[src/verilog/rcr_pkg.sv]
package rcr_pkg;

	// ==========================================================
	// register map (byte addresses, one word each)
	localparam logic [7:0] ADDR_CAUSE    = 8'h00;
	localparam logic [7:0] ADDR_CTRL     = 8'h04;
	localparam logic [7:0] ADDR_OSC_WAIT = 8'h08;
	localparam logic [7:0] ADDR_PIN_CFG  = 8'h0C;
	localparam logic [7:0] ADDR_PIN_OUT  = 8'h10;
	localparam logic [7:0] ADDR_IRQ_STAT = 8'h14;
	localparam logic [7:0] ADDR_IRQ_MASK = 8'h18;

	// ==========================================================
	// reset cause field positions
	localparam int CAUSE_SW   = 0;
	localparam int CAUSE_HW   = 1;
	localparam int CAUSE_PON  = 2;
	localparam int CAUSE_WDOG = 3;
	localparam int CAUSE_EXT  = 4;
	localparam logic [7:0] CAUSE_MASK = 8'h1F;

	// control register bit positions (write-one actions)
	localparam int CTRL_SW_RESET = 0;
	localparam int CTRL_WD_START = 1;
	localparam int CTRL_WD_CLEAR = 2;

	// interrupt status bit positions
	localparam int IRQ_RESET_DONE = 0;
	localparam int IRQ_RAM_DEFER  = 1;
	localparam int IRQ_BITS       = 2;

	// ==========================================================
	// reset values
	localparam logic [7:0] CAUSE_RESET    = 8'h06;
	localparam logic [7:0] OSC_WAIT_RESET = 8'hFF;
	localparam logic [7:0] PIN_CFG_RESET  = 8'h00;
	localparam logic [7:0] PIN_OUT_RESET  = 8'h00;

	// ==========================================================
	// timing: internal reset lasts at least this many machine cycles, longer while the reset pin stays low after an external reset
	localparam logic [1:0] RESET_HOLD_CYCLES = 2'h3;
	localparam int WDOG_PERIOD_CYCLES = 65536;

	// ==========================================================
	// types
	typedef enum logic [2:0] {SRC_NONE, SRC_POR, SRC_EXT, SRC_WDOG, SRC_SW} rcr_src_t;
	typedef enum logic [1:0] {ST_RUN, ST_DEFER, ST_HOLD} rcr_state_t;

endpackage

[src/verilog/rcr_reset_cause_recorder.sv]
`timescale 1ns/100ps
// Behaviour
// - a reset arriving during a RAM access is held back until the access ends.
// - pins stay high impedance through reset until software configures them.
// - the three upper cause bits read zero and ignore writes.
// - the external flag is set by an external reset and kept by other resets.
// - the watchdog flag is set by a watchdog reset and kept by other resets.
// - the power-on flag is set by power-on or low-voltage reset and kept by others.
// - the hardware flag is set by any non-software reset and kept by a software reset.
// - the software flag is set by a software reset and kept by external and watchdog resets.
// - a power-on reset clears the software flag and sets power-on and hardware flags.
// - any read or any write of the cause register clears all five flags.
// - software must save the cause register before use since reading erases it.
// - the oscillation wait setting is reinitialised only by a power-on or low-voltage reset.
// - a started watchdog that is not cleared within its period raises a reset.
module rcr_reset_cause_recorder #(
	parameter int WDOG_PERIOD = rcr_pkg::WDOG_PERIOD_CYCLES
) (
	input  wire logic        mclk_i,
	input  wire logic        reset_i,
	input  wire logic        ext_reset_n_i,
	input  wire logic        low_volt_i,
	input  wire logic        ram_busy_i,
	output logic             int_reset_o,
	output logic [7:0]       pin_out_o,
	output logic [7:0]       pin_oe_o,
	output logic [7:0]       osc_wait_setting_o,
	output logic             irq_o,
	input  wire logic [7:0]  avs_address_i,
	input  wire logic        avs_read_i,
	input  wire logic        avs_write_i,
	input  wire logic [31:0] avs_writedata_i,
	input  wire logic [3:0]  avs_byteenable_i,
	output logic [31:0]      avs_readdata_o,
	output logic             avs_waitrequest_o
);

	// ==========================================================
	// flag update for one recorded reset
	function automatic logic [7:0] apply_cause(input logic [7:0] cur, input rcr_pkg::rcr_src_t src);
		logic [7:0] f;
		f = cur;
		case (src)
			rcr_pkg::SRC_POR:
			begin
				f[rcr_pkg::CAUSE_PON] = 1'b1;
				f[rcr_pkg::CAUSE_HW]  = 1'b1;
				f[rcr_pkg::CAUSE_SW]  = 1'b0;
			end
			rcr_pkg::SRC_EXT:
			begin
				f[rcr_pkg::CAUSE_EXT] = 1'b1;
				f[rcr_pkg::CAUSE_HW]  = 1'b1;
			end
			rcr_pkg::SRC_WDOG:
			begin
				f[rcr_pkg::CAUSE_WDOG] = 1'b1;
				f[rcr_pkg::CAUSE_HW]   = 1'b1;
			end
			rcr_pkg::SRC_SW:
				f[rcr_pkg::CAUSE_SW] = 1'b1;
			default:
				f = cur;
		endcase
		return f & rcr_pkg::CAUSE_MASK;
	endfunction

	// ==========================================================
	// pin synchronisers: reset pin and low-voltage detector
	logic [1:0] sync1_reg;
	logic [1:0] sync2_reg;

	always_ff @(posedge mclk_i)
	begin
		if (reset_i)
		begin
			sync1_reg <= 2'h1;
			sync2_reg <= 2'h1;
		end
		else
		begin
			sync1_reg <= {low_volt_i, ext_reset_n_i};
			sync2_reg <= sync1_reg;
		end
	end

	wire ext_low = ~sync2_reg[0];
	wire lvd_hit = sync2_reg[1];

	// ==========================================================
	// bus decode
	logic ack_reg;
	wire  req       = avs_read_i | avs_write_i;
	wire  accept    = req & ack_reg;
	wire  wr_acc    = accept & avs_write_i & avs_byteenable_i[0];
	wire  sel_cause = avs_address_i == rcr_pkg::ADDR_CAUSE;
	wire  sel_ctrl  = avs_address_i == rcr_pkg::ADDR_CTRL;
	wire  sel_oscw  = avs_address_i == rcr_pkg::ADDR_OSC_WAIT;
	wire  sel_pcfg  = avs_address_i == rcr_pkg::ADDR_PIN_CFG;
	wire  sel_pout  = avs_address_i == rcr_pkg::ADDR_PIN_OUT;
	wire  sel_istat = avs_address_i == rcr_pkg::ADDR_IRQ_STAT;
	wire  sel_imask = avs_address_i == rcr_pkg::ADDR_IRQ_MASK;
	wire [7:0] wbyte = avs_writedata_i[7:0];

	// every access, read or write, whatever the data, is accepted on the second edge
	assign avs_waitrequest_o = req & ~ack_reg;

	// any access to the cause register clears the cause flags; the data was latched one edge earlier
	wire cause_clear = accept & sel_cause;

	wire sw_req   = wr_acc & sel_ctrl & wbyte[rcr_pkg::CTRL_SW_RESET];
	wire wd_start = wr_acc & sel_ctrl & wbyte[rcr_pkg::CTRL_WD_START];
	wire wd_clear = wr_acc & sel_ctrl & wbyte[rcr_pkg::CTRL_WD_CLEAR];

	// ==========================================================
	// watchdog
	logic        wd_run_reg;
	logic [31:0] wd_cnt_reg;
	wire wd_expire = wd_run_reg & (wd_cnt_reg == 32'(WDOG_PERIOD - 1));

	// ==========================================================
	// reset sequencer
	rcr_pkg::rcr_state_t state_reg;
	rcr_pkg::rcr_state_t state_next;
	rcr_pkg::rcr_src_t   src_reg;
	rcr_pkg::rcr_src_t   src_next;
	logic [1:0]          hold_reg;
	logic [1:0]          hold_next;

	// power-on outranks external, watchdog and software requests
	wire rcr_pkg::rcr_src_t src_new =
		lvd_hit   ? rcr_pkg::SRC_POR  :
		ext_low   ? rcr_pkg::SRC_EXT  :
		wd_expire ? rcr_pkg::SRC_WDOG :
		sw_req    ? rcr_pkg::SRC_SW   : rcr_pkg::SRC_NONE;
	wire src_any = src_new != rcr_pkg::SRC_NONE;

	// the flags are recorded on the edge the internal reset begins
	wire enter_hold = (state_reg == rcr_pkg::ST_RUN & src_any & ~ram_busy_i)
		| (state_reg == rcr_pkg::ST_DEFER & ~ram_busy_i);
	wire rcr_pkg::rcr_src_t src_rec = (state_reg == rcr_pkg::ST_DEFER) ? src_reg : src_new;
	wire defer_start = state_reg == rcr_pkg::ST_RUN & src_any & ram_busy_i;
	wire hold_done   = state_reg == rcr_pkg::ST_HOLD & hold_reg == 2'h0
		& ~(src_reg == rcr_pkg::SRC_EXT & ext_low);

	always_comb
	begin
		state_next = state_reg;
		src_next   = src_reg;
		hold_next  = hold_reg;
		case (state_reg)
			rcr_pkg::ST_RUN:
			begin
				if (src_any)
				begin
					src_next = src_new;
					if (ram_busy_i)
						state_next = rcr_pkg::ST_DEFER;
					else
					begin
						state_next = rcr_pkg::ST_HOLD;
						hold_next  = rcr_pkg::RESET_HOLD_CYCLES - 2'h1;
					end
				end
			end
			rcr_pkg::ST_DEFER:
			begin
				// the word write finishes before the internal reset strikes
				if (~ram_busy_i)
				begin
					state_next = rcr_pkg::ST_HOLD;
					hold_next  = rcr_pkg::RESET_HOLD_CYCLES - 2'h1;
				end
			end
			rcr_pkg::ST_HOLD:
			begin
				if (hold_reg != 2'h0)
					hold_next = hold_reg - 2'h1;
				else if (hold_done)
				begin
					state_next = rcr_pkg::ST_RUN;
					src_next   = rcr_pkg::SRC_NONE;
				end
			end
			default:
				state_next = rcr_pkg::ST_RUN;
		endcase
	end

	always_ff @(posedge mclk_i)
	begin
		if (reset_i)
		begin
			state_reg <= rcr_pkg::ST_HOLD;
			src_reg   <= rcr_pkg::SRC_POR;
			hold_reg  <= rcr_pkg::RESET_HOLD_CYCLES - 2'h1;
		end
		else
		begin
			state_reg <= state_next;
			src_reg   <= src_next;
			hold_reg  <= hold_next;
		end
	end

	assign int_reset_o = state_reg == rcr_pkg::ST_HOLD;

	// ==========================================================
	// cause register: a recorded reset wins over an access clear
	logic [7:0] cause_reg;
	wire  [7:0] cause_base = cause_clear ? 8'h00 : cause_reg;
	wire  [7:0] cause_next = enter_hold ? apply_cause(cause_base, src_rec) : cause_base;

	always_ff @(posedge mclk_i)
	begin
		if (reset_i)
			cause_reg <= rcr_pkg::CAUSE_RESET;
		else
			cause_reg <= cause_next;
	end

	// ==========================================================
	// pin configuration held in reset while any internal reset is active; oscillation wait only during a power-on one
	wire por_hold = int_reset_o & src_reg == rcr_pkg::SRC_POR;
	logic [7:0] osc_wait_reg;
	logic [7:0] pin_cfg_reg;
	logic [7:0] pin_out_reg;

	always_ff @(posedge mclk_i)
	begin
		if (reset_i | por_hold)
			osc_wait_reg <= rcr_pkg::OSC_WAIT_RESET;
		else if (wr_acc & sel_oscw)
			osc_wait_reg <= wbyte;
	end

	always_ff @(posedge mclk_i)
	begin
		if (reset_i | int_reset_o)
		begin
			pin_cfg_reg <= rcr_pkg::PIN_CFG_RESET;
			pin_out_reg <= rcr_pkg::PIN_OUT_RESET;
		end
		else
		begin
			if (wr_acc & sel_pcfg)
				pin_cfg_reg <= wbyte;
			if (wr_acc & sel_pout)
				pin_out_reg <= wbyte;
		end
	end

	// a pin drives only once software has enabled it and never during reset
	assign pin_oe_o           = int_reset_o ? 8'h00 : pin_cfg_reg;
	assign pin_out_o          = pin_out_reg;
	assign osc_wait_setting_o = osc_wait_reg;

	// ==========================================================
	// watchdog counter, stopped by any reset
	always_ff @(posedge mclk_i)
	begin
		if (reset_i | int_reset_o)
		begin
			wd_run_reg <= 1'b0;
			wd_cnt_reg <= 32'h0;
		end
		else
		begin
			if (wd_start)
				wd_run_reg <= 1'b1;
			if (wd_clear | wd_expire | ~wd_run_reg)
				wd_cnt_reg <= 32'h0;
			else
				wd_cnt_reg <= wd_cnt_reg + 32'h1;
		end
	end

	// ==========================================================
	// interrupts: sticky events, write one to clear, set wins
	localparam int IRQ_W = rcr_pkg::IRQ_BITS;
	logic [IRQ_W-1:0] irq_stat_reg;
	logic [IRQ_W-1:0] irq_mask_reg;
	logic [IRQ_W-1:0] irq_set;
	logic [IRQ_W-1:0] irq_clr;

	assign irq_set[rcr_pkg::IRQ_RESET_DONE] = hold_done;
	assign irq_set[rcr_pkg::IRQ_RAM_DEFER]  = defer_start;
	assign irq_clr = (wr_acc & sel_istat) ? wbyte[IRQ_W-1:0] : '0;

	always_ff @(posedge mclk_i)
	begin
		if (reset_i)
		begin
			irq_stat_reg <= '0;
			irq_mask_reg <= '0;
		end
		else
		begin
			irq_stat_reg <= (irq_stat_reg & ~irq_clr) | irq_set;
			if (wr_acc & sel_imask)
				irq_mask_reg <= wbyte[IRQ_W-1:0];
		end
	end

	assign irq_o = |(irq_stat_reg & irq_mask_reg);

	// ==========================================================
	// read data: latched on the first edge, before the clear
	logic [31:0] rdata_reg;
	logic [7:0]  rmux;

	always_comb
	begin
		rmux = 8'h00;
		if (sel_cause)
			rmux = cause_reg & rcr_pkg::CAUSE_MASK;
		else if (sel_ctrl)
			rmux = {7'h00, wd_run_reg} << rcr_pkg::CTRL_WD_START;
		else if (sel_oscw)
			rmux = osc_wait_reg;
		else if (sel_pcfg)
			rmux = pin_cfg_reg;
		else if (sel_pout)
			rmux = pin_out_reg;
		else if (sel_istat)
			rmux = {{(8 - IRQ_W){1'b0}}, irq_stat_reg};
		else if (sel_imask)
			rmux = {{(8 - IRQ_W){1'b0}}, irq_mask_reg};
	end

	always_ff @(posedge mclk_i)
	begin
		if (reset_i)
		begin
			ack_reg   <= 1'b0;
			rdata_reg <= 32'h0;
		end
		else
		begin
			ack_reg <= req & ~ack_reg;
			if (avs_read_i & ~ack_reg)
				rdata_reg <= {24'h0, rmux};
		end
	end

	assign avs_readdata_o = rdata_reg;

endmodule

[config.mk]
export PLATFORM = sky130hd
export DESIGN_NAME = rcr_reset_cause_recorder
export DESIGN_NICKNAME = d
export VERILOG_FILES = /design/src/verilog/rcr_pkg.sv /design/src/verilog/rcr_reset_cause_recorder.sv
export SDC_FILE = /design/constraint.sdc
export NUM_CORES = 1
export LEC_CHECK = 0
export ABC_AREA = 1
export BUFFER_PORTS_ARGS = -buffer_cell sky130_fd_sc_hd__clkbuf_2
export CAP_MARGIN = 5
export CORE_AREA = 4 4 95 97
export CTS_BUF_LIST = sky130_fd_sc_hd__clkbuf_8
export CTS_CLUSTER_DIAMETER = 100
export DETAILED_ROUTE_END_ITERATION = 6
export DIE_AREA = 0 0 99 101
export PLACE_DENSITY = 0.79
export SLEW_MARGIN = 20
export SYNTH_ARGS = -nofsm -noshare
export SYNTH_HDL_FRONTEND = slang
export SYNTH_SLANG_ARGS = --single-unit
[constraint.sdc]
create_clock -name mclk_i -period 2.3 [get_ports mclk_i]
set_input_delay 0.46 -clock mclk_i [delete_from_list [all_inputs] [get_ports mclk_i]]
set_output_delay 0.46 -clock mclk_i [all_outputs]
set_load 0.05 [all_outputs]
# Word-level counts from Yosys, hierarchy flattened

Cells that the tools add are included.

Flip-flop bits (word level): 86
Word-level logic and storage cells: 124
Output and inout port bits: 59
Input bits: 51

Reductions and logical operators: 13
Multiplexer cells: 35
Eq/ne operators: 20
Bitwise logic cells: 39
Add/sub/neg operators: 2

Operators with widths:

| operator                | number |
|---|---|
| $mux W8                 | 6 |
| $add A32 B1 Y32 const B | 1 |
| $eq A32 B16 Y1 const B  | 1 |
| $and A1 B1 Y1           | 24 |
| $eq A8 B5 Y1 const B    | 3 |
| $mux W3                 | 8 |
| $mux W2                 | 11 |
| $eq A8 B4 Y1 const B    | 2 |
| $pmux W2 S3             | 2 |
| $mux W5                 | 2 |
| $eq A3 B2 Y1 const B    | 3 |
| $eq A8 B3 Y1 const B    | 1 |
| $logic_not A8 Y1        | 1 |
| $reduce_and A4 Y1       | 2 |
| $eq A3 B1 Y1 const B    | 2 |
| $ne A2 B2 Y1 const B    | 3 |
| $or A1 B1 Y1            | 6 |
| $pmux W3 S2             | 1 |
| $reduce_bool A3 Y1      | 2 |
| $not A1 Y1              | 5 |
| $and A2 B2 Y2           | 2 |
| $logic_not A2 Y1        | 2 |
| $mux W1                 | 4 |
| $ne A2 B1 Y1 const B    | 2 |
| other kinds (11)        | 13 |

# Depth between registers and ports, before layout

Depth after elaboration: 15
Mapped depth: 13
Mapped depth without buffers: 13

# Worst setup path after synthesis

No wires, ideal clock.

Path type: reg2out
Start: register state_reg[1]
End: output port pin_oe_o[0]
Cell stages (with the launch flop): 5
Path buffers: 1
Required time: 1.840 ns
Arrival time: 1.707 ns
Path slack: 0.133 ns
Cell sequence: dfxtp_1 > inv_1 > nor2_1 > clkbuf_1 > nor2_1

Word-level cells in the longest chain between the ends: 2

Ends and longest elaborated chain:

| element                | RTL line                        | RTL |
|---|---|---|
| from (decl)            | rcr_reset_cause_recorder.sv:123 | `rcr_pkg::rcr_state_t state_reg;` |
| from (signal assigned) | rcr_reset_cause_recorder.sv:194 | `state_reg <= rcr_pkg::ST_HOLD;` |
| from (signal assigned) | rcr_reset_cause_recorder.sv:200 | `state_reg <= state_next;` |
| $eq A2 B2 Y1           | rcr_reset_cause_recorder.sv:206 | `assign int_reset_o = state_reg == rcr_pkg::ST_HOLD;` |
| via int_reset_o        | rcr_reset_cause_recorder.sv:24  | `output logic int_reset_o,` |
| $mux W8                | rcr_reset_cause_recorder.sv:254 | `assign pin_oe_o = int_reset_o ? 8'h00 : pin_cfg_reg;` |
| to (decl)              | rcr_reset_cause_recorder.sv:26  | `output logic [7:0] pin_oe_o,` |

The timed path passes the listed nets, and every way through them passes these cells.

# Final worst setup path

Start: register state_reg[1]
End: output port pin_oe_o[2]

Word-level cells in the longest chain between the ends: 2

Ends and longest elaborated chain:

| element      | RTL line |
|---|---|
| $eq A2 B2 Y1 | rcr_reset_cause_recorder.sv:206 |
| $mux W8      | rcr_reset_cause_recorder.sv:254 |

No other way between the ends.

==> results.md <==
* Outcome: complete, no violations
* Global-route wire length before repair at around 17,000 um
* Clock Pin Slew Worst Setup and Hold Paths at 0.08 ns
* CP Max Fanout at 14
* CP most frequent cell: nor2_1
* Worst VDD drop at 0.4196 mV
* Most frequent cell after synthesis: nand2_1
* Worst min path class: input pin to register
* Hold path start: ext_reset_n_i
* Slowest CP cell: dfxtp_1
* Port buffer count at between 50 and 60
* Final Hold Vio Count at 0
* Nets at 727
* Crit Path Class: register to output port
* Antenna cells at 0
* Comb power frac at 0.146
* Period utilization at 0.8634
* Clock Sinks at 86
* # fillers at roughly 700
* Switching pwr at 945.2 uW
* Area growth syn-to-layout at 14.51%
* Synth top area share at 0.3986
* Layout cells sized above 1 at 0.1681
* R2R setup slack at 0.34 ns
* RSZ-0062 raised after global routing: no
* Net Sw Frac at 0.2661
* Flop pwr share at 0.439
* Max Fclk at 0.5036 GHz
* Initial Utilization at 0.5310
* Post-synth EDFFs at 0
* Die ar. at 9999 um^2
* Register area at 1722 um^2
* Clock skew at 0.01439 ns
* Initial antenna violation count at 0
* Synth Warn # at 0
* Total CTS buffers at 9
* Worst EP arrival at between 1.5 and 2 ns
* Slew HR at 0.5448
* Gp weighted congestion at 0.8310
* Num rows at 33
* Distinct cell type count after synthesis at 49
* Worst r2r src: wd_cnt_reg[7]
* H-tree depth at 3
* Clock power share at 0.415
* Vias in the first global route at about 3.7k
* Max Cap Viol at 0
* WL/cell at 12.85 um
* Largest cells by area after synthesis: dfxtp_1, nand2_1, nor2_1, inv_1, a21oi_1
* Synth Flop Type: dfxtp_1
* Yosys top cell by area: dfxtp_1
* Largest net degree at the start of global routing at 28
* Floorplan core area at 8134 um^2
* PostCTS Resize Cnt at 0
* Clock buffer depth at 2
* GR Util All Layers at 0.2017
* Mapped Cells at just over 600
* Mapped Area at 4319 um^2
* Crit path from: state_reg[1]
* Critical Path, Cell by Cell: inv_1 -> nor2_1 -> buf_4 -> nor2_1 -> clkbuf_2
* Drt first pass iters at 5
* Setup TNS at 0 ns
* Share of flip-flops with an asynchronous set or reset at 0
* Final slew viol count at 0
* Die Span X at 99 um
* Die Ht at 101 um
* Iteration-0 DRC Markers at 205
* Tmin final at just under 2 ns
* Remaining antenna violation count after routing at 0
* Leakage at 2.281 nW
* Drt total wl at 10,060 um
* Postcts setup bufs at 0
* Crit path largest cell delay at 0.38 ns
* Synth cell count leaders: nand2_1, dfxtp_1, nor2_1
* Worst slew pin tran at 0.6742 ns
* Worst-Skew Late Latency at 0.35 ns
* Vias post-DR at 4,036
* CTS Hold Bufs at 0
* CTS tree: yes
* Syn_area_per_cell at slightly above 7 um^2
* CP startpoint kind: register
* Final Setup Violations at 0
* Area occupied by multi-input gates at ~2100 um^2
* #FFs+latches synth at between 80 and 90
* Vias/cell at 5.155
* Seq/Total Area, Yosys at 0.3986
* Worst Path Required at 1.84 ns
* GRT Residual Overflow at 0
* # DRC at 0
* Clock Tree Root: clkbuf_8
* Max reg flops at 32
* Detail Placement HPWL at 7551 um
* Crit. End Element: output port
* Int Pwr at 2.607 mW
* Total chip power at 3.552 mW
* Num ports at 110
* Pwr Density at 718.1 nW/um^2
## metal layers
layer	track usage	routed length [um]	up-vias
met4	0.07143	209	0
li1	-	-	2029
met5	0	0	-
met1	0.2569	4380	1848
met3	0.03529	621	21
met2	0.3440	4852	138
## final timing paths
| path | end | depth (start not counted) |
|---|---|---|
| setup reg to reg | wd_cnt_reg[24] | 10 |
| hold / removal | sync1_reg[0] | 2 |
| setup / recovery | pin_oe_o[2] | 5 |
| hold reg to reg | sync2_reg[1] | 2 |
## layout make-up
type / count / area share
inverter: 85 / 0.06451
tap: 105 / 0.02656
clock inverter: 6 / 0.03213
sequential: 86 / 0.3481
multi-input combinational: 426 / 0.4328
clock buffer: 9 / 0.02504
timing repair buffer: 66 / 0.07083
## power by group through the flow
stage	logic [mW]	registers, mW	clock network (mW)
3_5_place_dp	0.505	1.59	0
2_1_floorplan	0.395	1.60	0
5_1_grt	0.564	1.56	1.55
3_3_place_gp	0.497	1.59	0
4_1_cts	0.510	1.56	1.48
6_report	0.518	1.56	1.48
## cells in the final DEF, fill, tap and decap left out, types with 2 or more instances in the layout
cell	count
nand2_1	107
nor2_1	86
dfxtp_1	86
inv_1	80
clkbuf_2	58
a21oi_1	48
o21ai_0	34
nand3_1	33
conb_1	24
nor3_1	14
xor2_1	12
clkbuf_8	9
nor2_2	8
nand4_1	8
buf_4	8
o211ai_1	5
bufinv_16	5
nand2_2	4
nor2_4	4
inv_2	3
o21ai_1	3
nand2_4	2
clkinv_1	2
xnor2_1	2
o311ai_0	2
a221oi_1	2
nand3_2	2
nand3b_1	2
or2_2	2
ha_1	2
## critical path, delay by kind of cell, from the launching register on
kind | cells | cell delay [ns]
buffers and inverters | 3 | 0.56
flip-flops | 1 | 0.38
AND/OR/NAND/NOR | 2 | 0.24
## per-stage QoR
stage,worst slack (ns),util,instance area [um^2],cells,hold WS (ns)
after floorplan,0.1335,-,4405,630,0.3883
after global placement,0.3252,0.5733,4663,768,0.3985
after detailed placement,0.3143,0.5733,4663,768,0.3981
after CTS,0.3263,0.6081,4946,783,0.2917
after global routing,0.1058,0.6081,4946,783,0.2838
final,0.3142,0.6081,4946,783,0.2980
## logic make-up after synthesis
family          count (synthesis)  synth area share
fa+ha+maj                       2          0.005793
simple gates                  284            0.3108
buf+inv                       118            0.1257
xor+xnor                       14           0.02839
compound gates                102            0.1298
other cells                     1         0.0008682
flops                          86            0.3986
No activity file was read; power rests on OpenSTA's default activity.
